File: src/design/msdce_pkg.sv
// Purpose: shared constants and types of the block-mode / DMA command executor
// Assumes: one sector is carried as one data beat on the host and media streams
// Notes:   counts are 17 bits so that an extended count of zero (65536) fits
package msdce_pkg;

    // command codes
    localparam logic [7:0] CMD_RD_MULT     = 8'hc4;
    localparam logic [7:0] CMD_RD_MULT_EXT = 8'h29;
    localparam logic [7:0] CMD_WR_MULT     = 8'hc5;
    localparam logic [7:0] CMD_WR_MULT_EXT = 8'h39;
    localparam logic [7:0] CMD_SET_MULT    = 8'hc6;
    localparam logic [7:0] CMD_RD_DMA      = 8'hc8;
    localparam logic [7:0] CMD_RD_DMA_NR   = 8'hc9;

    // feature settings that steer soft reset
    localparam logic [7:0] FEAT_KEEP_MODE   = 8'h66;
    localparam logic [7:0] FEAT_REVERT_MODE = 8'hcc;

    // power-on values
    localparam logic [4:0] MULT_DEFAULT    = 5'h10;
    localparam logic       MULT_EN_DEFAULT = 1'b1;
    localparam logic       KEEP_DEFAULT    = 1'b0;

    // readback selects
    localparam logic [1:0] SEL_COUNT = 2'h0;
    localparam logic [1:0] SEL_LOW   = 2'h1;
    localparam logic [1:0] SEL_MID   = 2'h2;
    localparam logic [1:0] SEL_HIGH  = 2'h3;

    // count width and counts of zero
    localparam int          CNT_W        = 17;
    localparam logic [16:0] LEGACY_ZERO  = 17'h00100;
    localparam logic [16:0] EXT_ZERO     = 17'h10000;

    typedef enum logic [4:0] {
        ST_IDLE  = 5'b00001,
        ST_CHECK = 5'b00010,
        ST_BLOCK = 5'b00100,
        ST_XFER  = 5'b01000,
        ST_DONE  = 5'b10000
    } msdce_state_t;

    typedef struct packed {
        logic bsy;
        logic drq;
        logic err;
        logic abrt;
        logic intrq;
    } msdce_status_t;

    typedef struct packed {
        logic err;
        logic corr;
    } msdce_mstat_t;

endpackage

File: src/design/msdce_exec.sv
// Purpose: executes block-mode reads/writes, block-size setup and DMA reads
// Assumes: host sends/takes data only while DRQ (or DMARQ) stands
// Notes:   CHS addresses are handled as a packed linear value
// Function
// - extended block read runs like block read, only in LBA mode.
// - block write sets BSY at once, before any data handshake.
// - block writes interrupt once per block, not per sector.
// - DRQ stands through each block and qualifies every data beat.
// - leftover sectors move as one final partial block.
// - block write while block mode disabled aborts.
// - write error stops at failing sector; no further blocks.
// - extended block write takes 48-bit address, 16-bit count, LBA only.
// - block size comes from count register; 1, 2, 4, 8, 16 allowed.
// - block-size command sets BSY then checks the count.
// - valid block size is stored and block mode enabled.
// - invalid block size aborts and disables block mode.
// - count of zero disables block mode.
// - soft reset keeps mode after 66h, reverts to sixteen after CCh.
// - device starts DMA movement with DMARQ; host channel moves data.
// - DMA read raises exactly one interrupt, at completion.
// - during DMA transfer BSY or DRQ stays set.
// - DMA success leaves last transferred sector in address registers.
// - DMA unrecoverable error ends command at failing sector address.
// - block reads continue only after correctable errors, else end after block.
// - block read posts error as the failing sector's status arrives yet still transfers data.
`timescale 1ns/1ns

// two-entry skid buffer; all outputs from flops
module msdce_fifo2 #(
    parameter int W = 16
) (
    input  wire logic         clk_sys,
    input  wire logic         rst_b,
    input  wire logic         clear,
    input  wire logic         inValid,
    output logic              inReady,
    input  wire logic [W-1:0] inData,
    output logic              outValid,
    input  wire logic         outReady,
    output logic [W-1:0]      outData
);
    logic [W-1:0] skidData;
    logic         inFire;

    assign inFire = inValid && inReady;

    always_ff @(posedge clk_sys or negedge rst_b)
    begin
        if (!rst_b)
        begin
            outValid <= 1'b0;
            inReady  <= 1'b1;
            outData  <= '0;
            skidData <= '0;
        end
        else if (clear)
        begin
            outValid <= 1'b0;
            inReady  <= 1'b1;
        end
        else if (!outValid || outReady)
        begin
            if (!inReady)
            begin
                outData  <= skidData;
                outValid <= 1'b1;
                inReady  <= 1'b1;
            end
            else
            begin
                outValid <= inFire;
                if (inFire)
                    outData <= inData;
            end
        end
        else if (inFire)
        begin
            skidData <= inData;
            inReady  <= 1'b0;
        end
    end
endmodule

////////////////////////////////////////////////////////////////////////////////

module msdce_exec #(
    parameter int DW = 16
) (
    // clock and reset
    input  wire logic                  clk_sys,
    input  wire logic                  rst_b,
    // command and parameters
    input  wire logic                  cmdValid,
    input  wire logic [7:0]            cmdCode,
    input  wire logic [15:0]           countIn,
    input  wire logic [47:0]           lbaIn,
    input  wire logic                  lbaMode,
    input  wire logic                  softReset,
    input  wire logic                  featureValid,
    input  wire logic [7:0]            featureCode,
    // register readback and status
    input  wire logic                  hob,
    input  wire logic [1:0]            readSel,
    output logic [7:0]                 readData,
    input  wire logic                  statusRead,
    output msdce_pkg::msdce_status_t   taskStatus,
    output logic                       multEnabled,
    output logic [4:0]                 multSize,
    // host data
    input  wire logic [DW-1:0]         hostWrData,
    input  wire logic                  hostWrValid,
    output logic                       hostWrReady,
    output logic [DW-1:0]              hostRdData,
    output logic                       hostRdValid,
    input  wire logic                  hostRdReady,
    output logic                       dmarq,
    // media
    output logic                       mediaReq,
    output logic                       mediaWrite,
    output logic [47:0]                mediaLba,
    output logic [16:0]                mediaCount,
    output logic [DW-1:0]              mediaWrData,
    output logic                       mediaWrValid,
    input  wire logic                  mediaWrReady,
    input  wire logic [DW-1:0]         mediaRdData,
    input  wire logic                  mediaRdValid,
    output logic                       mediaRdReady,
    input  wire logic                  mediaStatValid,
    input  wire msdce_pkg::msdce_mstat_t mediaStat
);
    msdce_pkg::msdce_state_t state;
    logic        cmdWrite, cmdDma, cmdExt, cmdSet, keepMode, stopAfter, drqShown;
    logic [15:0] cmdCount;
    logic [16:0] remain, hostCnt, medCnt, blkSize;
    logic [47:0] curLba, addrReg;
    logic        cmdAccept, known, sizeOk, hostWrFire, hostRdFire, hardErr;

    assign known = cmdCode == msdce_pkg::CMD_RD_MULT || cmdCode == msdce_pkg::CMD_RD_MULT_EXT
                || cmdCode == msdce_pkg::CMD_WR_MULT || cmdCode == msdce_pkg::CMD_WR_MULT_EXT
                || cmdCode == msdce_pkg::CMD_SET_MULT || cmdCode == msdce_pkg::CMD_RD_DMA
                || cmdCode == msdce_pkg::CMD_RD_DMA_NR;
    assign cmdAccept = cmdValid && known && state == msdce_pkg::ST_IDLE && !softReset;
    assign sizeOk = cmdCount[7:0] == 8'h01 || cmdCount[7:0] == 8'h02 || cmdCount[7:0] == 8'h04
                 || cmdCount[7:0] == 8'h08 || cmdCount[7:0] == 8'h10;
    // partial final block is whatever remains
    assign blkSize = (cmdDma || remain < {12'h000, multSize}) ? remain
                   : {12'h000, multSize};
    assign hostWrFire = hostWrValid && hostWrReady && taskStatus.drq && cmdWrite;
    assign hostRdFire = hostRdValid && hostRdReady && (taskStatus.drq || dmarq);
    assign hardErr = mediaStatValid && mediaStat.err && !mediaStat.corr;

    ////////////////////////////////////////////////////////////////////////////
    // data buffers

    msdce_fifo2 #(.W(DW)) wrBuf (
        .clk_sys  (clk_sys),
        .rst_b    (rst_b),
        .clear    (state == msdce_pkg::ST_DONE),
        .inValid  (hostWrValid && taskStatus.drq && cmdWrite),
        .inReady  (hostWrReady),
        .inData   (hostWrData),
        .outValid (mediaWrValid),
        .outReady (mediaWrReady),
        .outData  (mediaWrData)
    );

    msdce_fifo2 #(.W(DW)) rdBuf (
        .clk_sys  (clk_sys),
        .rst_b    (rst_b),
        .clear    (state == msdce_pkg::ST_DONE),
        .inValid  (mediaRdValid),
        .inReady  (mediaRdReady),
        .inData   (mediaRdData),
        .outValid (hostRdValid),
        .outReady (hostRdReady && (taskStatus.drq || dmarq)),
        .outData  (hostRdData)
    );

    ////////////////////////////////////////////////////////////////////////////
    // command sequencing

    always_ff @(posedge clk_sys or negedge rst_b)
    begin
        if (!rst_b)
        begin
            state     <= msdce_pkg::ST_IDLE;
            cmdWrite  <= 1'b0;
            cmdDma    <= 1'b0;
            cmdExt    <= 1'b0;
            cmdSet    <= 1'b0;
            cmdCount  <= 16'h0000;
            remain    <= 17'h00000;
            hostCnt   <= 17'h00000;
            medCnt    <= 17'h00000;
            curLba    <= 48'h000000000000;
            stopAfter <= 1'b0;
        end
        else if (softReset)
            state <= msdce_pkg::ST_IDLE;
        else
        begin
            case (state)
                msdce_pkg::ST_IDLE:
                begin
                    if (cmdAccept)
                    begin
                        state    <= msdce_pkg::ST_CHECK;
                        cmdWrite <= cmdCode == msdce_pkg::CMD_WR_MULT
                                 || cmdCode == msdce_pkg::CMD_WR_MULT_EXT;
                        cmdDma   <= cmdCode == msdce_pkg::CMD_RD_DMA
                                 || cmdCode == msdce_pkg::CMD_RD_DMA_NR;
                        cmdExt   <= cmdCode == msdce_pkg::CMD_RD_MULT_EXT
                                 || cmdCode == msdce_pkg::CMD_WR_MULT_EXT;
                        cmdSet   <= cmdCode == msdce_pkg::CMD_SET_MULT;
                        cmdCount <= countIn;
                        curLba   <= lbaIn;
                        stopAfter <= 1'b0;
                    end
                end
                msdce_pkg::ST_CHECK:
                begin
                    // legacy count uses the low byte only; zero is the maximum
                    if (cmdExt)
                        remain <= cmdCount == 16'h0000 ? msdce_pkg::EXT_ZERO
                                : {1'b0, cmdCount};
                    else
                        remain <= cmdCount[7:0] == 8'h00 ? msdce_pkg::LEGACY_ZERO
                                : {9'h000, cmdCount[7:0]};
                    if (cmdSet || (!cmdDma && !multEnabled) || (cmdExt && !lbaMode))
                        state <= msdce_pkg::ST_DONE;
                    else
                        state <= msdce_pkg::ST_BLOCK;
                end
                msdce_pkg::ST_BLOCK:
                begin
                    hostCnt <= blkSize;
                    medCnt  <= blkSize;
                    state   <= msdce_pkg::ST_XFER;
                end
                msdce_pkg::ST_XFER:
                begin
                    if (hostWrFire || hostRdFire)
                        hostCnt <= hostCnt - 17'h00001;
                    if (mediaStatValid)
                    begin
                        if (mediaStat.err && !mediaStat.corr && (cmdWrite || cmdDma))
                            state <= msdce_pkg::ST_DONE;
                        else
                        begin
                            medCnt <= medCnt - 17'h00001;
                            remain <= remain - 17'h00001;
                            curLba <= curLba + 48'h000000000001;
                        end
                        if (hardErr)
                            stopAfter <= 1'b1;
                    end
                    if (hostCnt == 17'h00000 && medCnt == 17'h00000)
                        state <= (remain == 17'h00000 || stopAfter) ? msdce_pkg::ST_DONE
                               : msdce_pkg::ST_BLOCK;
                end
                msdce_pkg::ST_DONE:
                    state <= msdce_pkg::ST_IDLE;
                default:
                    state <= msdce_pkg::ST_IDLE;
            endcase
        end
    end

    ////////////////////////////////////////////////////////////////////////////
    // media requests, one per block (whole command for dma)

    always_ff @(posedge clk_sys or negedge rst_b)
    begin
        if (!rst_b)
        begin
            mediaReq   <= 1'b0;
            mediaWrite <= 1'b0;
            mediaLba   <= 48'h000000000000;
            mediaCount <= 17'h00000;
        end
        else
        begin
            mediaReq <= state == msdce_pkg::ST_BLOCK && !softReset;
            if (state == msdce_pkg::ST_BLOCK)
            begin
                mediaWrite <= cmdWrite;
                mediaLba   <= curLba;
                mediaCount <= blkSize;
            end
        end
    end

    ////////////////////////////////////////////////////////////////////////////
    // block size mode

    always_ff @(posedge clk_sys or negedge rst_b)
    begin
        if (!rst_b)
        begin
            multSize    <= msdce_pkg::MULT_DEFAULT;
            multEnabled <= msdce_pkg::MULT_EN_DEFAULT;
            keepMode    <= msdce_pkg::KEEP_DEFAULT;
        end
        else
        begin
            if (featureValid && featureCode == msdce_pkg::FEAT_KEEP_MODE)
                keepMode <= 1'b1;
            else if (featureValid && featureCode == msdce_pkg::FEAT_REVERT_MODE)
                keepMode <= 1'b0;
            if (softReset)
            begin
                if (!keepMode)
                begin
                    multSize    <= msdce_pkg::MULT_DEFAULT;
                    multEnabled <= 1'b1;
                end
            end
            else if (state == msdce_pkg::ST_CHECK && cmdSet)
            begin
                multEnabled <= sizeOk;
                if (sizeOk)
                    multSize <= cmdCount[4:0];
            end
        end
    end

    ////////////////////////////////////////////////////////////////////////////
    // task status

    always_ff @(posedge clk_sys or negedge rst_b)
    begin
        if (!rst_b)
        begin
            taskStatus <= '0;
            dmarq      <= 1'b0;
            drqShown   <= 1'b0;
        end
        else if (softReset)
        begin
            taskStatus <= '0;
            dmarq      <= 1'b0;
        end
        else
        begin
            dmarq <= cmdDma && state == msdce_pkg::ST_XFER && hostCnt != 17'h00000;
            if (statusRead)
                taskStatus.intrq <= 1'b0;
            if (cmdAccept)
            begin
                taskStatus.bsy  <= 1'b1;
                taskStatus.err  <= 1'b0;
                taskStatus.abrt <= 1'b0;
            end
            if (state == msdce_pkg::ST_CHECK && !cmdDma
                && (cmdSet ? (!sizeOk && cmdCount[7:0] != 8'h00)
                           : (!multEnabled || (cmdExt && !lbaMode))))
            begin
                taskStatus.abrt <= 1'b1;
                taskStatus.err  <= 1'b1;
            end
            if (state == msdce_pkg::ST_BLOCK)
            begin
                drqShown <= 1'b0;
                if (cmdWrite)
                begin
                    taskStatus.drq <= 1'b1;
                    taskStatus.bsy <= 1'b0;
                end
            end
            if (state == msdce_pkg::ST_XFER)
            begin
                if (!cmdWrite && !cmdDma && !drqShown && hostRdValid)
                begin
                    drqShown         <= 1'b1;
                    taskStatus.drq   <= 1'b1;
                    taskStatus.bsy   <= 1'b0;
                    taskStatus.intrq <= 1'b1;
                end
                if ((hostWrFire || hostRdFire) && hostCnt == 17'h00001)
                begin
                    taskStatus.drq <= 1'b0;
                    taskStatus.bsy <= 1'b1;
                end
                if (mediaStatValid && mediaStat.err)
                    taskStatus.err <= 1'b1;
                if (cmdWrite && hostCnt == 17'h00000 && medCnt == 17'h00000)
                    taskStatus.intrq <= 1'b1;
            end
            if (state == msdce_pkg::ST_DONE)
            begin
                taskStatus.bsy <= 1'b0;
                taskStatus.drq <= 1'b0;
                if (cmdDma || cmdSet || taskStatus.err)
                    taskStatus.intrq <= 1'b1;
            end
        end
    end

    ////////////////////////////////////////////////////////////////////////////
    // address registers and readback

    always_ff @(posedge clk_sys or negedge rst_b)
    begin
        if (!rst_b)
        begin
            addrReg  <= 48'h000000000000;
            readData <= 8'h00;
        end
        else
        begin
            if (cmdAccept)
                addrReg <= lbaIn;
            else if (state == msdce_pkg::ST_DONE && !cmdSet)
                addrReg <= ((cmdDma || cmdWrite) && stopAfter) ? curLba
                         : curLba - 48'h000000000001;
            case (readSel)
                msdce_pkg::SEL_COUNT: readData <= hob ? remain[15:8] : remain[7:0];
                msdce_pkg::SEL_LOW:   readData <= hob ? addrReg[31:24] : addrReg[7:0];
                msdce_pkg::SEL_MID:   readData <= hob ? addrReg[39:32] : addrReg[15:8];
                msdce_pkg::SEL_HIGH:  readData <= hob ? addrReg[47:40] : addrReg[23:16];
                default:              readData <= 8'h00;
            endcase
        end
    end

    ////////////////////////////////////////////////////////////////////////////
    // checks

    bsy_on_cmd_a: assert property (@(posedge clk_sys) disable iff (!rst_b)
        cmdAccept |=> taskStatus.bsy && !taskStatus.drq)
        else $error("busy not set on command");
    mult_reject_a: assert property (@(posedge clk_sys) disable iff (!rst_b)
        state == msdce_pkg::ST_CHECK && cmdWrite && !multEnabled && !softReset
        |=> taskStatus.abrt && state == msdce_pkg::ST_DONE)
        else $error("disabled block write not aborted");
    ext_lba_only_a: assert property (@(posedge clk_sys) disable iff (!rst_b)
        state == msdce_pkg::ST_CHECK && cmdExt && !lbaMode && !softReset |=> taskStatus.abrt)
        else $error("extended command ran outside lba mode");
    partial_block_a: assert property (@(posedge clk_sys) disable iff (!rst_b)
        state == msdce_pkg::ST_BLOCK && !cmdDma && remain < {12'h000, multSize} && !softReset
        |=> hostCnt == $past(remain) && medCnt == $past(remain))
        else $error("partial block size wrong");
    blk_irq_a: assert property (@(posedge clk_sys) disable iff (!rst_b)
        state == msdce_pkg::ST_XFER && cmdWrite && hostCnt == 17'h00000
        && medCnt == 17'h00000 && !softReset |=> taskStatus.intrq)
        else $error("no interrupt at block end");
    dma_busy_a: assert property (@(posedge clk_sys) disable iff (!rst_b)
        cmdDma && state == msdce_pkg::ST_XFER |-> taskStatus.bsy || taskStatus.drq)
        else $error("dma phase with neither busy nor drq");
    dma_one_irq_a: assert property (@(posedge clk_sys) disable iff (!rst_b)
        $rose(taskStatus.intrq) && cmdDma |-> $past(state) == msdce_pkg::ST_DONE)
        else $error("dma interrupt before completion");
    set_mult_ok_a: assert property (@(posedge clk_sys) disable iff (!rst_b)
        state == msdce_pkg::ST_CHECK && cmdSet && sizeOk && !softReset
        |=> multEnabled && multSize == $past(cmdCount[4:0]) ##1 taskStatus.intrq)
        else $error("valid block size not stored");
    set_mult_bad_a: assert property (@(posedge clk_sys) disable iff (!rst_b)
        state == msdce_pkg::ST_CHECK && cmdSet && !sizeOk && !softReset |=> !multEnabled)
        else $error("bad block size left block mode on");
    wr_err_stop_a: assert property (@(posedge clk_sys) disable iff (!rst_b)
        state == msdce_pkg::ST_XFER && cmdWrite && hardErr && !softReset
        |=> state == msdce_pkg::ST_DONE ##1 addrReg == $past(curLba, 2) && !mediaReq)
        else $error("write error did not stop at failing sector");
    soft_reset_a: assert property (@(posedge clk_sys) disable iff (!rst_b)
        softReset && !keepMode |=> multEnabled && multSize == msdce_pkg::MULT_DEFAULT)
        else $error("soft reset did not restore block size");
endmodule

File: config.mk
export PLATFORM = sky130hd
export DESIGN_NAME = msdce_exec
export DESIGN_NICKNAME = d
export VERILOG_FILES = /design/src/design/msdce_pkg.sv /design/src/design/msdce_exec.sv
export SDC_FILE = /design/constraint.sdc
export NUM_CORES = 1
export LEC_CHECK = 0
export BUFFER_PORTS_ARGS = -buffer_cell sky130_fd_sc_hd__buf_2
export CORE_MARGIN = 2
export CORE_UTILIZATION = 40
export DETAILED_ROUTE_END_ITERATION = 8
export PLACE_DENSITY = 0.6
export SLEW_MARGIN = 20
export SYNTH_ARGS = -nofsm -noshare
export SYNTH_HDL_FRONTEND = slang
export SYNTH_SLANG_ARGS = --single-unit
export TNS_END_PERCENT = 100
File: constraint.sdc
create_clock -name clk_sys -period 3.2 [get_ports clk_sys]
set_input_delay 0.48 -clock clk_sys [delete_from_list [all_inputs] [get_ports clk_sys]]
set_output_delay 0.48 -clock clk_sys [all_outputs]
set_load 0.05 [all_outputs]
# Yosys cells after proc, flatten, opt, wreduce, memory -nomap -nowiden
# Cells that the tools add are included.
[word_totals]
input_bits = 129
reg_bits = 330
word_cells = 268
output_inout_bits = 123
[op_classes]
mux = 83
reduce_logical = 106
n_eq_ne = 34
add_sub_neg = 5
bitwise_logic = 4
n_lt_le_gt_ge = 1
[ops]
columns = ["operator", "count"]
rows = [
  ["2-to-1 mux 48 bit", 6],
  ["2-to-1 mux 17 bit", 8],
  ["case mux 17 bit (2 select lines)", 3],
  ["case mux 48 bit (2 select lines)", 1],
  ["2-to-1 mux 16 bit", 4],
  ["2-to-1 mux 5 bit", 12],
  ["logical NOT 17 bit", 3],
  ["subtractor 17 x 1 -> 17 bit (second input constant)", 3],
  ["adder 48 x 1 -> 48 bit (second input constant)", 1],
  ["equality test 8 bit (second input constant)", 6],
  ["subtractor 48 x 1 -> 48 bit (second input constant)", 1],
  ["logical AND 1 bit", 37],
  ["2-to-1 mux 1 bit", 33],
  ["2-to-1 mux 8 bit", 4],
  ["case mux 8 bit (4 select lines)", 1],
  ["logical OR 1 bit", 25],
  ["AND reduction 3 bit", 8],
  ["case mux 5 bit (4 select lines)", 1],
  ["nonzero test 2 bit", 9],
  ["equality test 17 x 1 -> 1 bit (second input constant)", 1],
  ["less-than comparator 17 x 5 -> 1 bit", 1],
  ["nonzero test 17 bit", 1],
  ["equality test 8 x 6 -> 1 bit (second input constant)", 2],
  ["logical NOT 16 bit", 1],
  ["other kinds (30)", 61],
]

# Longest topological paths before layout
[depth]
ltp_word = 18
depth_mapped = 9

# By module
# A second synthesis with hierarchy kept.
[unflattened]
cells_unflattened = 1854
hier_area_um2 = 17571.9
[by_module_without_submodules]
columns = ["module", "n_inst", "area_each_um2", "cells_each", "seq_area_each_um2"]
rows = [
  ["msdce_exec", 1, 14458.9, 1668, 6560.0],
  ["msdce_fifo2", 2, 1556.5, 93, 852.1],
]

# Worst setup path after synthesis
# OpenSTA, ideal clock, no wires.
[synth_path]
path_kind = "flip-flop to flip-flop"
from = "register multSize[4]"
to = "register medCnt[1]"
required_time_ns = 3.079
path_stages_with_launch = 10
t_arrival_ns = 2.423
path_slack_ns = 0.656
path_cell_list = "dfstp_2 > inv_1 > ha_1 > nor2b_1 > o21ai_0 > o21ai_1 > clkbuf_1 > mux2i_1 > nand2_1 > a22o_1"
[synth_between]
elab_chain_cells = 4
[synth_rtl]
columns = ["item", "line_no", "text"]
rows = [
  ["start: declaration", "msdce_exec.sv:108", "output logic [4:0] multSize,"],
  ["start signal: assignment", "msdce_exec.sv:300", "multSize <= msdce_pkg::MULT_DEFAULT;"],
  ["start signal: assignment", "msdce_exec.sv:314", "multSize <= msdce_pkg::MULT_DEFAULT;"],
  ["start signal: assignment", "msdce_exec.sv:322", "multSize <= cmdCount[4:0];"],
  ["less-than comparator 17 x 5 -> 1 bit", "msdce_exec.sv:146", "assign blkSize = (cmdDma || remain < {12'h000, multSize}) ? remain"],
  ["logical OR 1 bit", "msdce_exec.sv:146", ""],
  ["2-to-1 mux 17 bit", "msdce_exec.sv:146", ""],
  ["case mux 17 bit (2 select lines)", "msdce_exec.sv:202", "case (state)"],
  ["end signal: assignment", "msdce_exec.sv:237", "medCnt <= blkSize;"],
  ["end signal: assignment", "msdce_exec.sv:250", "medCnt <= medCnt - 17'h00001;"],
  ["end: declaration", "msdce_exec.sv:134", "logic [16:0] remain, hostCnt, medCnt, blkSize;"],
]
# Every way passes these cells.
# A chain may end at the register's enable or synchronous reset.

# Worst setup path after layout
[layout_path]
from = "register curLba[15]"
to = "register addrReg[35]"
[layout_between]
elab_chain_cells = 4
[layout_rtl]
columns = ["item", "line_no", "text"]
rows = [
  ["start: declaration", "msdce_exec.sv:135", "logic [47:0] curLba, addrReg;"],
  ["start signal: assignment", "msdce_exec.sv:216", "curLba <= lbaIn;"],
  ["start signal: assignment", "msdce_exec.sv:252", "curLba <= curLba + 48'h000000000001;"],
  ["subtractor 48 x 1 -> 48 bit", "msdce_exec.sv:415", ": curLba - 48'h000000000001;"],
  ["2-to-1 mux 48 bit", "msdce_exec.sv:414", "addrReg <= ((cmdDma || cmdWrite) && stopAfter) ? curLba"],
  ["2-to-1 mux 48 bit", "msdce_exec.sv:413", "else if (state == msdce_pkg::ST_DONE && !cmdSet)"],
  ["2-to-1 mux 48 bit", "msdce_exec.sv:411", "if (cmdAccept)"],
  ["end signal: assignment", "msdce_exec.sv:412", "addrReg <= lbaIn;"],
  ["end signal: assignment", "msdce_exec.sv:414", ""],
  ["end: declaration", "msdce_exec.sv:135", ""],
]
# Every way passes these cells. The select of a mux whose other input is x is not followed.

==> flow_summary.ini <==
[sta]
period_needed_ps = 2730
skew_ps = 18.6
setup_viol = 0
tightestPinTransition_ps = 854
fmax_ghz = 0.366
period_share = 0.855
hold_viol = 0
slew_violations = 0
rsz0062_at_grt = no
relSlewSlack = 0.429
whs_ps = 122
tns_ps = 0

[critical_path]
cp_num_buf_inv = 1
path_class = reg -> reg
required_ps = 3680
cp-end-kind = flip-flop
cpMaxStageDelayCell = or3_1
cp.arrival_ps = 3210
crit_fanout = 10
crit_family = simple AND/OR/NAND/NOR gates
slowest_delay_ps = 540
cp_cell_sequence = or3_4 > or3_1 > nor4b_4 > buf_4 > nand2_1 > xor2_1 > a211oi_2
cp-start-kind = flip-flop

[place]
portBuffers = 251
dp_cells = 2677
gp_congestion = 0.908
dp_hpwl_mm = 40.5

[die]
start_util = 0.404
die_area_mm2 = 0.0450
core_area_mm2 = 0.0429
dieWidth_um = 212
die_h_um = 212
rows = 76
boundaryPins = 252

[yosys]
synth_top_area_cell = dfrtp_1
synth-edff-count = 0
async_reset_ff_frac = 1.00
ys_warn_count = 0
synth.avg_cell_area_um2 = 9.02
synth_area_leaders = dfrtp_1, nand2_1, a21oi_1
syn-cell-area_mm2 = 0.0173
syn_nets = 2058
syn-instance-count = 1919
yosys_most_used_dff = dfrtp_1
yosysSeqAreaShare = 0.477
ys_seq_elements = 330
netlist.area_leader.share = 0.470
ys_types = 85

[power_and_ir_drop]
seqPwrFrac = 0.451
power.leakage_nw = 9.59
power_w = 0.0115
sw_frac_of_total = 0.294
combPwrFrac = 0.146
p_int_w = 0.00812
vdd.ir_drop.worst_mv = 0.319
p_sw_w = 0.00338
pwr-share-clk = 0.404
pwr_density_cell_mw_per_mm2 = 556

[layout]
fin_cells = 2749
multi_input_area_mm2 = 0.00842
fillCellCount = 4120
syn_to_final_growth_pct = 19.5
drive_gt1_frac = 0.221
seqCellArea_mm2 = 0.00826
final_common_cell = nand2_1
num-nets-final = 2271
final_cell_mix = nand2_1, dfrtp_1, buf_2

[clock_network]
cts_max_level = 2
cts-root-buf = clkbuf_16
cts.clk_slew.worst_paths_ps = 60
cts_tree = yes
clock-sinks = 330
insertion_delay_ps = 570
cts_hold_buf = 1
ctsResizeCount = 0
numCtsBuffers = 37
cts_setup_buffers = 0
cts_buffer_depth = 3

[route]
totalWireLength_mm = 56.2
route.detailed.drc = 0
vias_per_cell = 5.76
drt_iter0_markers = 1607
vias = 15800
wire_per_inst_um = 20.5
first_pass_iters = 7
ant_nets = 0

[grt]
grt_max_degree = 99
antenna_found_initial = 3
gr-total-overflow = 0
grt_first_pass_wirelength_mm = 86.7
grt_usage = 0.248
first_global_vias = 14900

[status]
status = completed

[hold_path]
holdCritPathClass = in -> reg

[run]
maxCapViolations = 0
metal layers:
metal | part of all wire | track usage | up-vias
li1 | - | - | 7308
met1 | 0.43 | 0.343 | 7842
met2 | 0.48 | 0.398 | 584
met3 | 0.066 | 0.0318 | 102
met4 | 0.029 | 0.0920 | 0
met5 | 0 | 0 | -
worst register-to-register path, delay by kind of cell, from the launching register on:
| family | cells | cell delay (ps) |
|---|---|---|
| simple gates | 4 | 1530 |
| flops | 1 | 490 |
| buf+inv | 1 | 240 |
| compound gates | 1 | 240 |
| xor+xnor | 1 | 150 |
registers in the layout (all words and copies together) (netlist names), 5 cells and up:
name            flops
addrReg            48
cmdCount           16
curLba             48
hostCnt            17
medCnt             17
mediaCount         17
mediaLba           48
multSize            5
rdBuf.outData      16
rdBuf.skidData     16
readData            8
remain             17
state               5
taskStatus          5
wrBuf.outData      16
wrBuf.skidData     16
stage by stage:
stage               setup WS, ps  utilization  cell area, um2
finish                       465        0.482           20700
global route                 314        0.482           20700
CTS                          495        0.482           20700
detailed placement           450        0.451           19300
global placement             494        0.451           19300
floorplan                    656            -           17300
layout make-up:
class | instances | share of cell area
inverter | 28 | 0.00508
multi-input combinational | 1418 | 0.407
antenna | 3 | 0.000363
tap | 585 | 0.0354
sequential | 330 | 0.400
timing repair buffer | 317 | 0.0883
clock inverter | 14 | 0.00853
clock buffer | 54 | 0.0557
final timing paths:
path                               from      endpoint  slack (ps)  cells past startpoint
max reg2reg                  curLba[15]   addrReg[35]         470                      7
max                          curLba[15]   addrReg[35]         470                      7
min reg2reg                mediaLba[45]  mediaLba[45]         470                      2
min in group asynchronous         rst_b      keepMode         480                      2
min                         countIn[10]  cmdCount[10]         120                      3
max in group asynchronous         rst_b   addrReg[47]        1770                      3
cell usage after synthesis (27+ instances only):
cell / n
nor2_1: 156
a21oi_1: 139
mux2i_1: 44
nor4_1: 30
nand3_1: 53
xor2_1: 27
mux2_2: 40
inv_1: 27
dfrtp_1: 325
clkbuf_1: 108
nand2_1: 364
o21ai_0: 133
o22ai_1: 51
nor3_1: 59
power groups by stage:
stage / logic, W / registers [W] / clock network, W
floorplan: 0.00115 / 0.00505 / 0
global route: 0.00183 / 0.00524 / 0.00492
CTS: 0.00168 / 0.00517 / 0.00473
global placement: 0.00163 / 0.00523 / 0
detailed placement: 0.00167 / 0.00524 / 0
finish: 0.00167 / 0.00519 / 0.00464
logic make-up (layout without fill, tap and decap cells):
logic type,count (synthesis),count (layout),synth area share
AO/OA/AOI/OAI,474,474,0.168
multiplexers,100,100,0.0723
AND/OR/NAND/NOR,791,791,0.214
adder cells (fa/ha/maj),11,11,0.00781
other,0,3,0
flip-flops,330,330,0.477
buffers and inverters,171,413,0.0387
XOR/XNOR,42,42,0.0212
Power figures use the tool's default switching activity.
